### src/hw/sfz_cfg.svh
// Purpose: constants for the scroll/fade/zoom command controller
// Assumes: 20 MHz clock, byte-wide command port toward the display device
// Notes:   opcodes and byte counts of the device command set
`ifndef SFZ_CFG_SVH
`define SFZ_CFG_SVH
`define SFZ_OP_HSCROLL_R   8'h26
`define SFZ_OP_HSCROLL_L   8'h27
`define SFZ_OP_VHSCROLL_R  8'h29
`define SFZ_OP_VHSCROLL_L  8'h2A
`define SFZ_OP_CSCROLL_R   8'h2C
`define SFZ_OP_CSCROLL_L   8'h2D
`define SFZ_OP_SCROLL_OFF  8'h2E
`define SFZ_OP_SCROLL_ON   8'h2F
`define SFZ_OP_VAREA       8'hA3
`define SFZ_OP_FADE        8'h23
`define SFZ_OP_ZOOM        8'hD6
`define SFZ_OP_COMCFG      8'hDA
`define SFZ_OP_ADDRMODE    8'h20
`define SFZ_OP_COLRANGE    8'h21
`define SFZ_OP_PAGERANGE   8'h22
`define SFZ_OP_PAGESEL     8'hB0
`define SFZ_OP_COLHI       8'h10
`define SFZ_OP_COLLO       8'h00
`define SFZ_AM_VERT        8'h01
`define SFZ_AM_PAGE        8'h02
`define SFZ_DUMMY0         8'h00
`define SFZ_DUMMY1         8'h01
`define SFZ_FULL_COL_LO    8'h00
`define SFZ_FULL_COL_HI    8'h7F
`define SFZ_COMCFG_ALT     8'h12
`define SFZ_VH_LEN         4'h8
`define SFZ_CS_LEN         4'h7
`define SFZ_VA_LEN         4'h3
`define SFZ_FRAME_NS       10000000
`define SFZ_CLK_NS         50
`define SFZ_FRAMES_GAP     2
`endif

### src/hw/sfz_pkg.sv
// Purpose: types for the scroll/fade/zoom command controller
// Assumes: used together with sfz_cfg.svh
// Notes:   user orders and byte-port carrier
package sfz_pkg;
    typedef enum logic [3:0] {
        SFZ_CMD_DIAG    = 4'h0,
        SFZ_CMD_STOP    = 4'h1,
        SFZ_CMD_START   = 4'h2,
        SFZ_CMD_VAREA   = 4'h3,
        SFZ_CMD_CSTEP   = 4'h4,
        SFZ_CMD_FADE    = 4'h5,
        SFZ_CMD_ZOOM    = 4'h6,
        SFZ_CMD_WRCOL   = 4'h7
    } sfz_cmd_t;
    typedef struct packed {
        sfz_cmd_t   cmd;
        logic       left;
        logic [2:0] page_s;
        logic [2:0] page_e;
        logic [6:0] col_s;
        logic [6:0] col_e;
        logic [2:0] speed;
        logic       hoff;
        logic [5:0] voff;
        logic [7:0] arg;
        logic       vert_mode;
    } sfz_req_t;
    typedef struct packed {
        logic       valid;
        logic       dc;
        logic [7:0] data;
    } sfz_byte_t;
endpackage : sfz_pkg

### src/hw/sfz_ctrl.sv
// Purpose: host-side sequencer that emits scroll, fade and zoom command byte strings
// Assumes: device takes one byte per accepted beat (byte_ready), dc low = command
// Notes:   frame gap is a parameter so simulation can shorten it
`timescale 1ns/1ns
`include "sfz_cfg.svh"
module sfz_ctrl
    import sfz_pkg::*;
#(
    parameter int GAP_CYCLES = (`SFZ_FRAMES_GAP * `SFZ_FRAME_NS) / `SFZ_CLK_NS,
    parameter int MUX_RATIO  = 64
) (
    input  wire logic      clk,
    input  wire logic      reset,
    input  wire sfz_req_t  req,
    input  wire logic      req_valid,
    output logic           req_ready,
    output logic           req_error,
    input  wire logic      ram_valid,
    input  wire logic [7:0] ram_data,
    output logic           ram_ready,
    output logic           ram_done,
    output logic           byte_valid,
    output logic           byte_dc,
    output logic [7:0]     byte_data,
    input  wire logic      byte_ready,
    output logic           scroll_active,
    output logic           need_rewrite
);
    typedef enum logic [4:0] {
        SFZ_IDLE = 5'b00001,
        SFZ_SEND = 5'b00010,
        SFZ_DATA = 5'b00100,
        SFZ_WAIT = 5'b01000,
        SFZ_ERR  = 5'b10000
    } sfz_st_t;

    sfz_st_t    state_q;
    sfz_req_t   req_q;
    logic [7:0] seq_q [0:15];
    logic [3:0] len_q;
    logic [3:0] idx_q;
    logic       setup_ok_q;
    logic       zoom_ok_q;
    logic [31:0] gap_q;
    logic       gap_pend_q;
    logic [7:0] ram_cnt_q;
    logic [7:0] ram_len;
    logic       accept;
    logic       bad;
    logic       beat;

    assign beat   = byte_valid && byte_ready;
    assign accept = req_valid && req_ready;
    // pages covered by a column rewrite, one RAM byte per page
    assign ram_len = 8'({5'h00, req_q.page_e} - {5'h00, req_q.page_s} + 8'h01);

    // legality: refuse orders that would corrupt RAM or run ahead of setup
    always_comb begin
        bad = 1'b0;
        case (req.cmd)
            SFZ_CMD_START: bad = !setup_ok_q;
            SFZ_CMD_CSTEP: bad = scroll_active || gap_pend_q;
            SFZ_CMD_WRCOL: bad = scroll_active;
            SFZ_CMD_ZOOM:  bad = !zoom_ok_q && req.arg[0];
            SFZ_CMD_VAREA: bad = (32'(req.arg[6:0]) > MUX_RATIO);
            default:       bad = 1'b0;
        endcase
    end

    // byte string builder and sequencer
    always_ff @(posedge clk) begin
        if (reset) begin
            state_q   <= SFZ_IDLE;
            req_ready <= 1'b1;
            req_error <= 1'b0;
            len_q     <= 4'h0;
            idx_q     <= 4'h0;
            req_q     <= '0;
            byte_valid <= 1'b0;
            byte_dc   <= 1'b0;
            byte_data <= 8'h00;
        end else begin
            req_error <= 1'b0;
            case (state_q)
                SFZ_IDLE: begin
                    if (accept && bad) begin
                        req_error <= 1'b1;
                    end else if (accept) begin
                        req_q     <= req;
                        req_ready <= 1'b0;
                        idx_q     <= 4'h0;
                        state_q   <= SFZ_SEND;
                        case (req.cmd)
                            SFZ_CMD_DIAG: begin
                                // stop first, then 8-byte setup
                                seq_q[0] <= `SFZ_OP_SCROLL_OFF;
                                seq_q[1] <= req.left ? `SFZ_OP_VHSCROLL_L
                                                     : `SFZ_OP_VHSCROLL_R;
                                seq_q[2] <= {7'h00, req.hoff};   // 0: vertical only
                                seq_q[3] <= {5'h00, req.page_s};
                                seq_q[4] <= {5'h00, req.speed};
                                seq_q[5] <= {5'h00, req.page_e};
                                seq_q[6] <= {2'h0, req.voff};    // 0: horizontal only
                                // full width when the end bound is zero
                                seq_q[7] <= (req.col_e == 7'h00) ? `SFZ_FULL_COL_LO
                                                                 : {1'b0, req.col_s};
                                seq_q[8] <= (req.col_e == 7'h00) ? `SFZ_FULL_COL_HI
                                                                 : {1'b0, req.col_e};
                                len_q <= 4'(`SFZ_VH_LEN + 4'h1);
                            end
                            SFZ_CMD_STOP: begin
                                seq_q[0] <= `SFZ_OP_SCROLL_OFF;
                                len_q    <= 4'h1;
                            end
                            SFZ_CMD_START: begin
                                seq_q[0] <= `SFZ_OP_SCROLL_ON;
                                len_q    <= 4'h1;
                            end
                            SFZ_CMD_VAREA: begin
                                seq_q[0] <= `SFZ_OP_VAREA;
                                seq_q[1] <= {2'h0, req.voff};
                                seq_q[2] <= {1'b0, req.arg[6:0]};
                                len_q    <= `SFZ_VA_LEN;
                            end
                            SFZ_CMD_CSTEP: begin
                                seq_q[0] <= req.left ? `SFZ_OP_CSCROLL_L
                                                     : `SFZ_OP_CSCROLL_R;
                                seq_q[1] <= `SFZ_DUMMY0;
                                seq_q[2] <= {5'h00, req.page_s};
                                seq_q[3] <= `SFZ_DUMMY1;
                                seq_q[4] <= {5'h00, req.page_e};
                                seq_q[5] <= {1'b0, req.col_s};
                                seq_q[6] <= {1'b0, req.col_e};
                                len_q    <= `SFZ_CS_LEN;
                            end
                            SFZ_CMD_FADE: begin
                                seq_q[0] <= `SFZ_OP_FADE;
                                seq_q[1] <= req.arg;
                                len_q    <= 4'h2;
                            end
                            SFZ_CMD_ZOOM: begin
                                seq_q[0] <= `SFZ_OP_ZOOM;
                                seq_q[1] <= {7'h00, req.arg[0]};
                                len_q    <= 4'h2;
                            end
                            SFZ_CMD_WRCOL: begin
                                seq_q[0] <= `SFZ_OP_ADDRMODE;
                                seq_q[1] <= req.vert_mode ? `SFZ_AM_VERT : `SFZ_AM_PAGE;
                                if (req.vert_mode) begin
                                    seq_q[2] <= `SFZ_OP_COLRANGE;
                                    seq_q[3] <= {1'b0, req.col_s};
                                    seq_q[4] <= {1'b0, req.col_s};
                                    seq_q[5] <= `SFZ_OP_PAGERANGE;
                                    seq_q[6] <= {5'h00, req.page_s};
                                    seq_q[7] <= {5'h00, req.page_e};
                                    len_q    <= 4'h8;
                                end else begin
                                    // one page per pass, start page only
                                    seq_q[2] <= `SFZ_OP_PAGESEL | {5'h00, req.page_s};
                                    seq_q[3] <= `SFZ_OP_COLHI | {5'h00, req.col_s[6:4]};
                                    seq_q[4] <= `SFZ_OP_COLLO | {4'h0, req.col_s[3:0]};
                                    len_q    <= 4'h5;
                                end
                            end
                            default: begin
                                seq_q[0] <= `SFZ_OP_COMCFG;
                                seq_q[1] <= `SFZ_COMCFG_ALT;
                                len_q    <= 4'h2;
                            end
                        endcase
                    end
                end
                SFZ_SEND: begin
                    if (!byte_valid || beat) begin
                        if (idx_q == len_q) begin
                            byte_valid <= 1'b0;
                            state_q <= (req_q.cmd == SFZ_CMD_WRCOL) ? SFZ_DATA : SFZ_WAIT;
                        end else begin
                            byte_valid <= 1'b1;
                            byte_dc    <= 1'b0;
                            byte_data  <= seq_q[idx_q];
                            idx_q      <= 4'(idx_q + 4'h1);
                        end
                    end
                end
                SFZ_DATA: begin
                    if (beat) begin
                        byte_valid <= 1'b0;
                    end
                    if (ram_valid && ram_ready) begin
                        byte_valid <= 1'b1;
                        byte_dc    <= 1'b1;
                        byte_data  <= ram_data;
                    end
                    if (ram_cnt_q == ram_len && (beat || !byte_valid)) begin
                        byte_valid <= 1'b0;
                        state_q    <= SFZ_WAIT;
                    end
                end
                SFZ_WAIT: begin
                    req_ready <= 1'b1;
                    state_q   <= SFZ_IDLE;
                end
                default: begin
                    state_q   <= SFZ_IDLE;
                    req_ready <= 1'b1;
                end
            endcase
        end
    end

    // RAM byte intake during a column rewrite, one byte per page
    always_ff @(posedge clk) begin
        if (reset) begin
            ram_cnt_q <= 8'h00;
            ram_ready <= 1'b0;
            ram_done  <= 1'b0;
        end else begin
            ram_done <= 1'b0;
            if (state_q != SFZ_DATA) begin
                ram_cnt_q <= 8'h00;
                ram_ready <= 1'b0;
            end else begin
                ram_ready <= (ram_cnt_q < ram_len) && (!byte_valid || beat)
                             && !(ram_valid && ram_ready);
                if (ram_valid && ram_ready) begin
                    ram_cnt_q <= 8'(ram_cnt_q + 8'h01);
                end
                if (ram_cnt_q == ram_len && (beat || !byte_valid)) begin
                    ram_done <= 1'b1;
                end
            end
        end
    end

    // scroll state tracking; latest setup stands in for all earlier ones
    always_ff @(posedge clk) begin
        if (reset) begin
            scroll_active <= 1'b0;
            setup_ok_q    <= 1'b0;
            need_rewrite  <= 1'b0;
            zoom_ok_q     <= 1'b0;
        end else if (accept && !bad) begin
            case (req.cmd)
                SFZ_CMD_DIAG: begin
                    scroll_active <= 1'b0;
                    setup_ok_q    <= 1'b1;
                end
                SFZ_CMD_STOP: begin
                    if (scroll_active) need_rewrite <= 1'b1;
                    scroll_active <= 1'b0;
                end
                SFZ_CMD_START: scroll_active <= 1'b1;
                SFZ_CMD_WRCOL: need_rewrite <= 1'b0;
                SFZ_CMD_ZOOM:  zoom_ok_q    <= zoom_ok_q;
                SFZ_CMD_CSTEP: need_rewrite <= 1'b0;
                SFZ_CMD_VAREA, SFZ_CMD_FADE: need_rewrite <= need_rewrite;
                default:       zoom_ok_q    <= 1'b1;
            endcase
        end
    end

    // frame gap between content scroll steps
    always_ff @(posedge clk) begin
        if (reset) begin
            gap_q      <= 32'h0000_0000;
            gap_pend_q <= 1'b0;
        end else if (accept && !bad && req.cmd == SFZ_CMD_CSTEP) begin
            gap_q      <= 32'(GAP_CYCLES);
            gap_pend_q <= 1'b1;
        end else if (gap_q != 32'h0000_0000) begin
            gap_q <= gap_q - 32'h0000_0001;
        end else begin
            gap_pend_q <= 1'b0;
        end
    end
endmodule : sfz_ctrl

### config.mk
export PLATFORM = sky130hd
export DESIGN_NAME = sfz_ctrl
export DESIGN_NICKNAME = d
export VERILOG_FILES = /design/src/hw/sfz_pkg.sv /design/src/hw/sfz_ctrl.sv
export VERILOG_INCLUDE_DIRS = /design/src /design/src/hw
export SDC_FILE = /design/constraint.sdc
export NUM_CORES = 1
export LEC_CHECK = 0
export ABC_AREA = 0
export BUFFER_PORTS_ARGS = -buffer_cell sky130_fd_sc_hd__buf_2
export CORE_ASPECT_RATIO = 0.6
export CORE_MARGIN = 1.5
export CORE_UTILIZATION = 50
export DETAILED_ROUTE_END_ITERATION = 12
export PLACE_DENSITY = 0.78
export SLEW_MARGIN = 20
export SYNTH_ARGS = -nofsm -noshare
export SYNTH_HDL_FRONTEND = slang
export SYNTH_SLANG_ARGS = --single-unit
### constraint.sdc
create_clock -name clk -period 3.47 [get_ports clk]
set_input_delay 0.694 -clock clk [delete_from_list [all_inputs] [get_ports clk]]
set_output_delay 0.694 -clock clk [all_outputs]
set_load 0.005 [all_outputs]
==> results of run 1 <==
[final cells by class]
cell class / instances / area share [%]
clock buffer: 21 / 5.24
clock inverter: 11 / 0.871
inverter: 20 / 0.871
multi-input combinational: 550 / 41.9
sequential: 148 / 41.2
tap: 198 / 2.87
timing repair buffer: 102 / 7.08
[Yosys cell counts, types with 4 or more instances]
| master | n |
|---|---|
| sky130_fd_sc_hd__xnor2_1 | 10 |
| sky130_fd_sc_hd__nand4_1 | 7 |
| sky130_fd_sc_hd__nor2_1 | 82 |
| sky130_fd_sc_hd__buf_1 | 5 |
| sky130_fd_sc_hd__a211oi_1 | 5 |
| sky130_fd_sc_hd__edfxtp_1 | 59 |
| sky130_fd_sc_hd__nand2b_1 | 15 |
| sky130_fd_sc_hd__and2_1 | 12 |
| sky130_fd_sc_hd__a21o_1 | 5 |
| sky130_fd_sc_hd__nand3_1 | 16 |
| sky130_fd_sc_hd__nor3_1 | 24 |
| sky130_fd_sc_hd__a22oi_1 | 7 |
| sky130_fd_sc_hd__mux2i_1 | 12 |
| sky130_fd_sc_hd__mux4_2 | 14 |
| sky130_fd_sc_hd__a211o_1 | 4 |
| sky130_fd_sc_hd__o211ai_1 | 5 |
| sky130_fd_sc_hd__and3_1 | 6 |
| sky130_fd_sc_hd__nor4_1 | 8 |
| sky130_fd_sc_hd__nor2b_1 | 11 |
| sky130_fd_sc_hd__o21ai_0 | 16 |
| sky130_fd_sc_hd__xor2_1 | 34 |
| sky130_fd_sc_hd__nand2_1 | 87 |
| sky130_fd_sc_hd__or3_1 | 8 |
| sky130_fd_sc_hd__dfxtp_1 | 89 |
| sky130_fd_sc_hd__clkbuf_1 | 24 |
| sky130_fd_sc_hd__inv_1 | 19 |
| sky130_fd_sc_hd__a21oi_1 | 68 |
| sky130_fd_sc_hd__ha_1 | 15 |
| sky130_fd_sc_hd__nand4b_1 | 4 |
| sky130_fd_sc_hd__buf_2 | 7 |
| sky130_fd_sc_hd__nor4b_1 | 5 |
| sky130_fd_sc_hd__a22o_1 | 12 |
| sky130_fd_sc_hd__nor3b_1 | 5 |
| sky130_fd_sc_hd__or4_1 | 7 |
[registers in the layout (all words and copies together), names as in the netlist, named ones only]
| name | flops |
|---|---|
| idx_q | 4 |
| req_q | 10 |
| ram_done | 1 |
| state_q | 4 |
| len_q | 4 |
| seq_q | 63 |
| scroll_active | 1 |
| gap_q | 32 |
| req_error | 1 |
| need_rewrite | 1 |
| byte_data | 8 |
| gap_pend_q | 1 |
| byte_dc | 1 |
| ram_cnt_q | 8 |
| setup_ok_q | 1 |
| byte_valid | 1 |
| ram_ready | 1 |
| zoom_ok_q | 1 |
| req_ready | 1 |
[metrics by stage]
step	setup WS (ns)	cells	hold slack (ns)	total power [uW]
after detailed placement	0.188	1018	0.451	3770
after global routing	0.0456	1050	0.473	5790
after CTS	0.469	1050	0.460	5460
after global placement	0.232	1018	0.444	3730
after floorplan	0.00868	754	0.428	3410
final	0.423	1050	0.460	5470
[cells by family after synthesis]
kind of cell | Yosys count | share of synthesized area [%]
muxes | 28 | 6.21
and+or+nand+nor | 314 | 21.2
adders and majority gates | 17 | 2.95
DFF | 148 | 48.2
xor gates and xnor gates | 44 | 5.22
buffers and inverters | 56 | 2.97
AOI/OAI and AO/OA | 147 | 13.3
[per-layer routing]
metal | up-vias | routed length [um]
li1 | 2902 | -
met1 | 2921 | 9550
met2 | 348 | 7700
met3 | 34 | 2470
met4 | 0 | 238
met5 | - | 0
[critical path, cell delays in order, from the launching register on]
cell	delay [ns]
sky130_fd_sc_hd__dfxtp_1	0.33
sky130_fd_sc_hd__inv_1	0.05
sky130_fd_sc_hd__ha_1	0.19
sky130_fd_sc_hd__inv_1	0.10
sky130_fd_sc_hd__fa_1	0.44
sky130_fd_sc_hd__ha_1	0.22
sky130_fd_sc_hd__nand2_1	0.06
sky130_fd_sc_hd__nand2_1	0.13
sky130_fd_sc_hd__ha_1	0.34
sky130_fd_sc_hd__nand3_1	0.10
sky130_fd_sc_hd__nor4_1	0.31
sky130_fd_sc_hd__buf_4	0.19
sky130_fd_sc_hd__nor2_1	0.07
sky130_fd_sc_hd__nor2_1	0.15
sky130_fd_sc_hd__a21oi_1	0.09
sky130_fd_sc_hd__a211oi_1	0.22
[power by group through the flow]
| stage | clock, uW | combinational [uW] | sequential, uW |
|---|---|---|---|
| after detailed placement | 0 | 1530 | 2240 |
| after CTS | 1690 | 1560 | 2210 |
| after global placement | 0 | 1500 | 2240 |
| final | 1690 | 1570 | 2220 |
| after global routing | 1770 | 1780 | 2240 |
| after floorplan | 0 | 1210 | 2200 |
[worst min path at each step]
| stage | endpoint | slack [ns] | start | cells after the start |
|---|---|---|---|---|
| after global routing | byte_data[5] | 0.47 | byte_data[5] | 2 |
| after CTS | gap_pend_q | 0.46 | gap_pend_q | 2 |
| after global placement | setup_ok_q | 0.44 | setup_ok_q | 2 |
| final | req_q[38] | 0.46 | req_q[38] | 2 |
| after detailed placement | gap_pend_q | 0.45 | gap_pend_q | 2 |
| after floorplan | zoom_ok_q | 0.43 | zoom_ok_q | 2 |
==> flow_results.org, run 1 <==
** Status
- Result of the run :: finished clean

** Detailed routing
- In the routed design, unresolved DRC markers number 0.
- Total via count in the routed design :: 6205
- Using the TritonRoute via totals, the vias-per-cell ratio works out to 5.91.
- Final wirelength :: between 15000 and 20000 um
- First-pass iteration count of the detailed router :: 5
- Antenna viol nets, final :: 0
- In this run, the number of DRC markers left after iteration 0 of detailed routing was approximately 760.
- Dividing the detail-routed wire length by the instance count gives 19.0 um.

** STA
- Hold Violations, Final :: 0
- Slew @ Worst Pin :: 0.834 ns
- Subtracting the final worst setup slack from the clock period gives 3.05 ns.
- RSZ-0062 raised after global routing :: no
- Slew Viols, Final :: 0
- Slew Limit Headroom :: 43.7%
- Dividing the final minimum period by the clock period gives 87.8%.
- In the final timing run, aggregate negative setup slack is 0 ns.
- Highest clock rate :: 0.328 GHz
- Setup violations remaining at the end of the flow were counted as 0.
- Post-Route Skew :: 0.00904 ns

** Synthesis
- After synthesis the netlist holds a flip-flop and latch count of 148.
- Post-synthesis cell area :: 7380 sq um
- The most used flip-flop cell after synthesis is sky130_fd_sc_hd__dfxtp_1.
- Averaged over all synthesized cells, the footprint is 9.78 sq um.
- Number of synthesized flops with an enable pin :: a little under 60
- For this run, asynchronously set or reset flops after synthesis account for 0%.
- In the post-synthesis netlist, the biggest area contributors are sky130_fd_sc_hd__dfxtp_1 (24%), sky130_fd_sc_hd__edfxtp_1 (24%), sky130_fd_sc_hd__a21oi_1 (4.6%).
- The cell count after synthesis came out at 754.
- The share of the Yosys chip area taken by registers is 48.2%.
- Synth Warn # :: 0
- Synthesis produced a netlist with a net count of 827.
- Area fraction of the dominant cell type after synthesis :: 24.2%
- Library cell with the largest summed area after synthesis :: sky130_fd_sc_hd__dfxtp_1
- Number of distinct standard cells referenced by the synthesized netlist :: 65

** Clocking
- Clock root buffer master :: sky130_fd_sc_hd__clkbuf_16
- Gates resized during post-CTS repair numbered 0.
- CTS H-Tree Depth :: 4
- Later-pin clock latency in the skew report :: 0.43 ns
- Sinks on Clock Net :: around 150
- No sink is reached through more buffers than the 2 on the longest clock path.
- Worst-path clk slew :: 0.06 ns
- Clock tree from TritonCTS :: done
- Number of post-CTS setup repair buffers :: 0
- CTS Buf Count :: 17
- Post-cts hold buffer count :: 0

** Critical path
- Following the worst setup path forward leads to its endpoint at state_q[1].
- STA puts the critical path data required time at 3.81 ns.
- Class of the most critical setup path :: reg -> reg
- In this run the critical register-to-register path is captured at state_q[1].
- Setup slack on the worst reg-to-reg path comes out at 0.42 ns.
- Of all nets on the critical path, the largest fanout is 4.
- The worst register-to-register path has a depth of 15.
- The most critical setup path has its startpoint at req_q[33].
- The worst setup path is launched from a register.
- Element type at the critical path end :: register
- The worst register-to-register path begins at req_q[33].
- At the worst endpoint, the arrival time is about 3.4 ns.

** Final layout
- Across the whole layout, storage elements account for 3550 sq um.
- The multi-input combinational cells in the finished layout cover a total of 3610 sq um.
- Most common cell after layout, fill and taps aside :: sky130_fd_sc_hd__dfxtp_1
- Post-Route Utilization :: 59.6%
- Final Instance Area :: 8620 sq um
- Final nets :: between 900 and 1000
- Fillcell total :: between 1000 and 1500
- In the final layout, the share of cells above drive strength 1 is 19.0%.
- The repair_antennas step left the layout with diodes totalling 0.
- P&R area growth vs syn :: 16.9%
- Leading cell types in the layout, fill and taps excluded :: sky130_fd_sc_hd__dfxtp_1 (89), sky130_fd_sc_hd__nand2_1 (87), sky130_fd_sc_hd__nor2_1 (82)

** Global route
- For met2 alone, demand over resource in global routing was 33.6%.
- Maximum number of pins on one net before global-route repair :: 40
- The global routing stage identified its most utilized layer as met1.
- For this run, global-route usage on met1 was measured as between 40% and 50%.
- Global routing finished with a remaining overflow of 0.
- GR Util All Layers :: 26.2%
- The initial antenna violation count came to 0.
- Met3 track utilization from global routing :: around 9.7%
- Vias in the first global route :: 5709
- Global-route wire length before repair :: 31100 um

** Power
- Clock share of power :: 30.8%
- Pleak :: 0.00330 uW
- Internal power :: about 3600 uW
- Comb pwr share :: between 20% and 30%
- Relative contribution of sequential cells to total power :: 40.5%
- Summed over all nets, the switching power comes to 1860 uW.
- Power Dens Cells :: 634 nW/um^2
- Switch share :: between 30% and 40%
- VDD sags by at most 0.534 mV.

** Die
- The die covers ~16000 sq um.
- For this configuration, the core starts out at a cell density of 51.0%.
- The floorplan step defined a core boundary enclosing 14500 sq um.
- In this run the horizontal extent of the chip is between 150 and 200 um.
- The die is 97.1 um tall.
- The floorplan has 34 rows.
- For this design the top-level I/O count stands at 73.

** Placed design
- Post-detailed-placement cell area :: 8100 sq um
- Routability congestion estimate from global placement :: 0.958
- Port Buf Inserts :: 72
- HPWL reported at the end of detailed placement :: 14800 um

** Min path
- Path type of the worst min-delay path :: reg -> reg

** Run
- Max-Cap Viols :: 0
(Power assumes the default switching activity.)
==> run 2: changes to the inputs <==
--- a/config.mk
+++ b/config.mk
@@ -9,7 +9,7 @@
 export ABC_AREA = 0
 export BUFFER_PORTS_ARGS = -buffer_cell sky130_fd_sc_hd__buf_2
 export CORE_ASPECT_RATIO = 0.6
-export CORE_MARGIN = 1.5
+export CORE_MARGIN = 2
 export CORE_UTILIZATION = 50
 export DETAILED_ROUTE_END_ITERATION = 12
 export PLACE_DENSITY = 0.78
==> run 2 against run 1 <==
- first-iteration DRC count is 6.7% higher
- via count rose by 0.39%
- global-route usage down 0.18 points
- sequential share of layout area shrank 0.18 points
- non-clock buffer count stayed put
- die area grew 1.7%
- register-to-register slack lost 0.03 ns
- largest cell class unchanged
- final area grew 0.44%
- core utilization grew 0.26 points
- count of clock-buffer cells in the layout fell by 1
- clock skew rose by 0.0021 ns
==> flow_results.org, run 2 (synthesis gave the netlist of run 1 again) <==
** Final layout
- Leading cell types in the layout, fill and taps excluded :: sky130_fd_sc_hd__dfxtp_1 (89), sky130_fd_sc_hd__nand2_1 (87), sky130_fd_sc_hd__nor2_1 (82)
- The area growth from synthesis to layout is 17.4%.
- After filler insertion, the fill cell instance count of the layout stands at between 1000 and 1500.
- The finished cells cover ~8700 sq um.
- The library cell used most frequently in the layout, excluding fill and tap cells, is sky130_fd_sc_hd__dfxtp_1.
- The register with the most flip-flops in the layout has 63 of them.
- The register with the most flip-flops in the final layout is seq_q.
- In the final layout, the multi-input gates occupy ~3600 sq um.
- The net count of the finished layout is 912.
- Layout cell share with drive strength beyond 1 :: a little under a fifth
- The largest registers in the layout are seq_q: 63 flops, gap_q: 32 flops, req_q: 10 flops.
- The sequential cells in the finished layout cover a total of between 3000 and 4000 sq um.
- Diode count :: 0

** Clocking
- Counting along the longest clock path gives a buffer depth of 2.
- The H-tree was split into 4 levels.
- TritonCTS built the clock tree.
- CTS Buf Count :: 17
- The tree built by TritonCTS fans out to 148 sinks.
- Number of post-CTS setup repair buffers :: 0
- Worst-path clk slew :: 0.07 ns
- After clock tree synthesis, the repair step resized 0 gates.
- Later-pin clock latency in the skew report :: 0.43 ns
- The tree is rooted in a sky130_fd_sc_hd__clkbuf_16.
- In this run, post-CTS hold repair placed 0 buffers.

** STA
- For this run, the top clock speed supported by timing is 0.325 GHz.
- At the pin with the least slew margin, the transition time is 0.912 ns.
- RSZ-0062 raised after global routing :: no
- Hold Violations, Final :: 0
- Finish-stage setup viols :: 0
- In the finished design, the share of the clock period the worst path needs comes to 88.8%.
- Adding up every negative setup slack in the final design gives 0 ns.
- The number of pins exceeding their max-slew limit in the final report came to 0.
- Post-Route Skew :: 0.0112 ns
- The routed design could run at a clock period as short as 3.08 ns.
- Slew Limit Headroom :: 38.3%

** Die
- Starting utilization of the core area :: between 50% and 60%
- The core region is 14500 sq um.
- I/O pin count :: 73
- The die is around 160 um wide.
- The die is 98.1 um tall.
- Number of cell rows :: 34
- Area of the die :: around 16000 sq um

** Global route
- Sum of overflow across all layers after global routing :: 0
- Initial antenna violation count :: 0
- Entering global routing, the biggest net connects 43 pins.
- Vias in the first global route :: 5819
- GR Util All Layers :: 26.1%
- The first global-routing pass estimated 31700 um of wire.

** Detailed routing
- Total via count in the routed design :: 6229
- # DRC :: 0
- Wirelength per Cell :: ~19 um
- Vias per Instance :: between 5 and 6
- The count of nets left with antenna violations once routing finished came out at 0.
- Starting DRT DRC Count :: 808
- First-pass iteration count of the detailed router :: 6
- Final wirelength :: roughly 20000 um

** Power
- In this run the static leakage power is about 0.0033 uW.
- Power Dens Cells :: between 600 and 700 nW/um^2
- Across the VDD grid, the largest voltage drop is roughly 0.51 mV.

** Critical path
- On the critical path, the stage with the largest delay is an instance of sky130_fd_sc_hd__or4b_1.
- List of cells traversed by the critical path :: or4b_1, or3_1, a2111o_1, inv_2, nand3_2, or2_1, nand3_1, buf_4
- Data arrives at the worst endpoint at 3.20 ns.
- The endpoint identified for the worst register-to-register timing path is seq_q[3][3].
- Launch instance of the worst register-to-register path :: state_q[1]
- Class of the most critical setup path :: reg -> reg
- On the worst path, the slowest cell contributes a delay of 0.74 ns.
- STA classifies the critical path endpoint as a register.
- Worst-case register-to-register setup slack :: around 0.39 ns
- Critical path startpoint category :: register
- Highest fanout seen on the critical path :: 12
- For the worst setup path, the data required time is 3.59 ns.
- The kind of cell with the highest combined delay along the critical path is simple AND/OR/NAND/NOR gates.
- Count of buffer and inverter cells on the critical path :: 2
- Measured in cells, the most critical reg-to-reg path has a length of 8.

** Run
- Max-Cap Viols :: 0

** Min path
- The worst hold path was traced through 2 stages.
- The min-delay analysis places its worst path in the category reg -> reg.
- End of the worst hold path :: byte_data[2]
- The startpoint identified for the worst hold timing path is byte_data[2].

** Placed design
- HPWL reported at the end of detailed placement :: 14700 um
- Post-detailed-placement cell area :: 8080 sq um
- During placement, the flow inserted port buffers numbering 72.
- Routability-driven placement finished with a final weighted congestion of around 1.0.

** Status
- Result of the run :: finished clean
run 2: cell types whose count changed in the layout (fill, tap and decap cells not counted), sizes merged:
cell,change
clkbuf,-1
bufinv,+1
run 2: where the power goes:
part | internal, uW | total (uW) | switching (uW) | leakage, uW
Clock | 1040 | 1820 | 775 | 0.000281
Sequential | 2030 | 2210 | 185 | 0.00122
Combinational | 631 | 1580 | 946 | 0.00181
Total | 3710 | 5610 | 1910 | 0.00332
run 2: per-layer routing:
layer | routed length (um) | part of all wire, % | global-route usage, %
met4 | 235 | 1.2 | 6.25
met3 | 2950 | 15 | 10.4
met1 | 9070 | 46 | 40.0
met2 | 7560 | 38 | 33.9
met5 | 0 | 0 | 0
run 2: worst max-delay path by stage:
stage                       end  cells after the start       start
finish              seq_q[3][3]                      8  state_q[1]
global route         state_q[1]                     15   req_q[33]
CTS                 seq_q[3][0]                      8  state_q[1]
detailed placement  seq_q[3][3]                      9      req[1]
global placement    seq_q[2][7]                      6      req[1]
floorplan           seq_q[3][0]                      8      req[1]
run 2: worst register-to-register path, stage by stage, from the launching register on:
cell and delay, ns:
sky130_fd_sc_hd__dfxtp_1 0.36, sky130_fd_sc_hd__or4b_1 0.74, sky130_fd_sc_hd__or3_1 0.45, sky130_fd_sc_hd__a2111o_1 0.38, sky130_fd_sc_hd__inv_2 0.13, sky130_fd_sc_hd__nand3_2 0.09, sky130_fd_sc_hd__or2_1 0.31, sky130_fd_sc_hd__nand3_1 0.11
sky130_fd_sc_hd__buf_4 0.22
run 2: stage by stage:
stage                     cells  setup WS, ns  utilization, %  total power [uW]  hold WS, ns
final                      1050         0.390            59.9              5610        0.461
after global routing       1050         0.200            59.9              5940        0.487
after CTS                  1050         0.437            59.9              5610        0.462
after detailed placement   1018         0.123            55.9              3770        0.453
after global placement     1018         0.221            55.9              3730        0.446
after floorplan             754       0.00868               -              3410        0.428
run 2: cell type report:
type	count	area share, %
Sequential cell	148	41.0
Timing Repair Buffer	102	6.91
Tap cell	198	2.86
Multi-Input combinational cell	550	41.7
Clock buffer	20	5.29
Inverter	20	0.867
Clock inverter	12	1.37
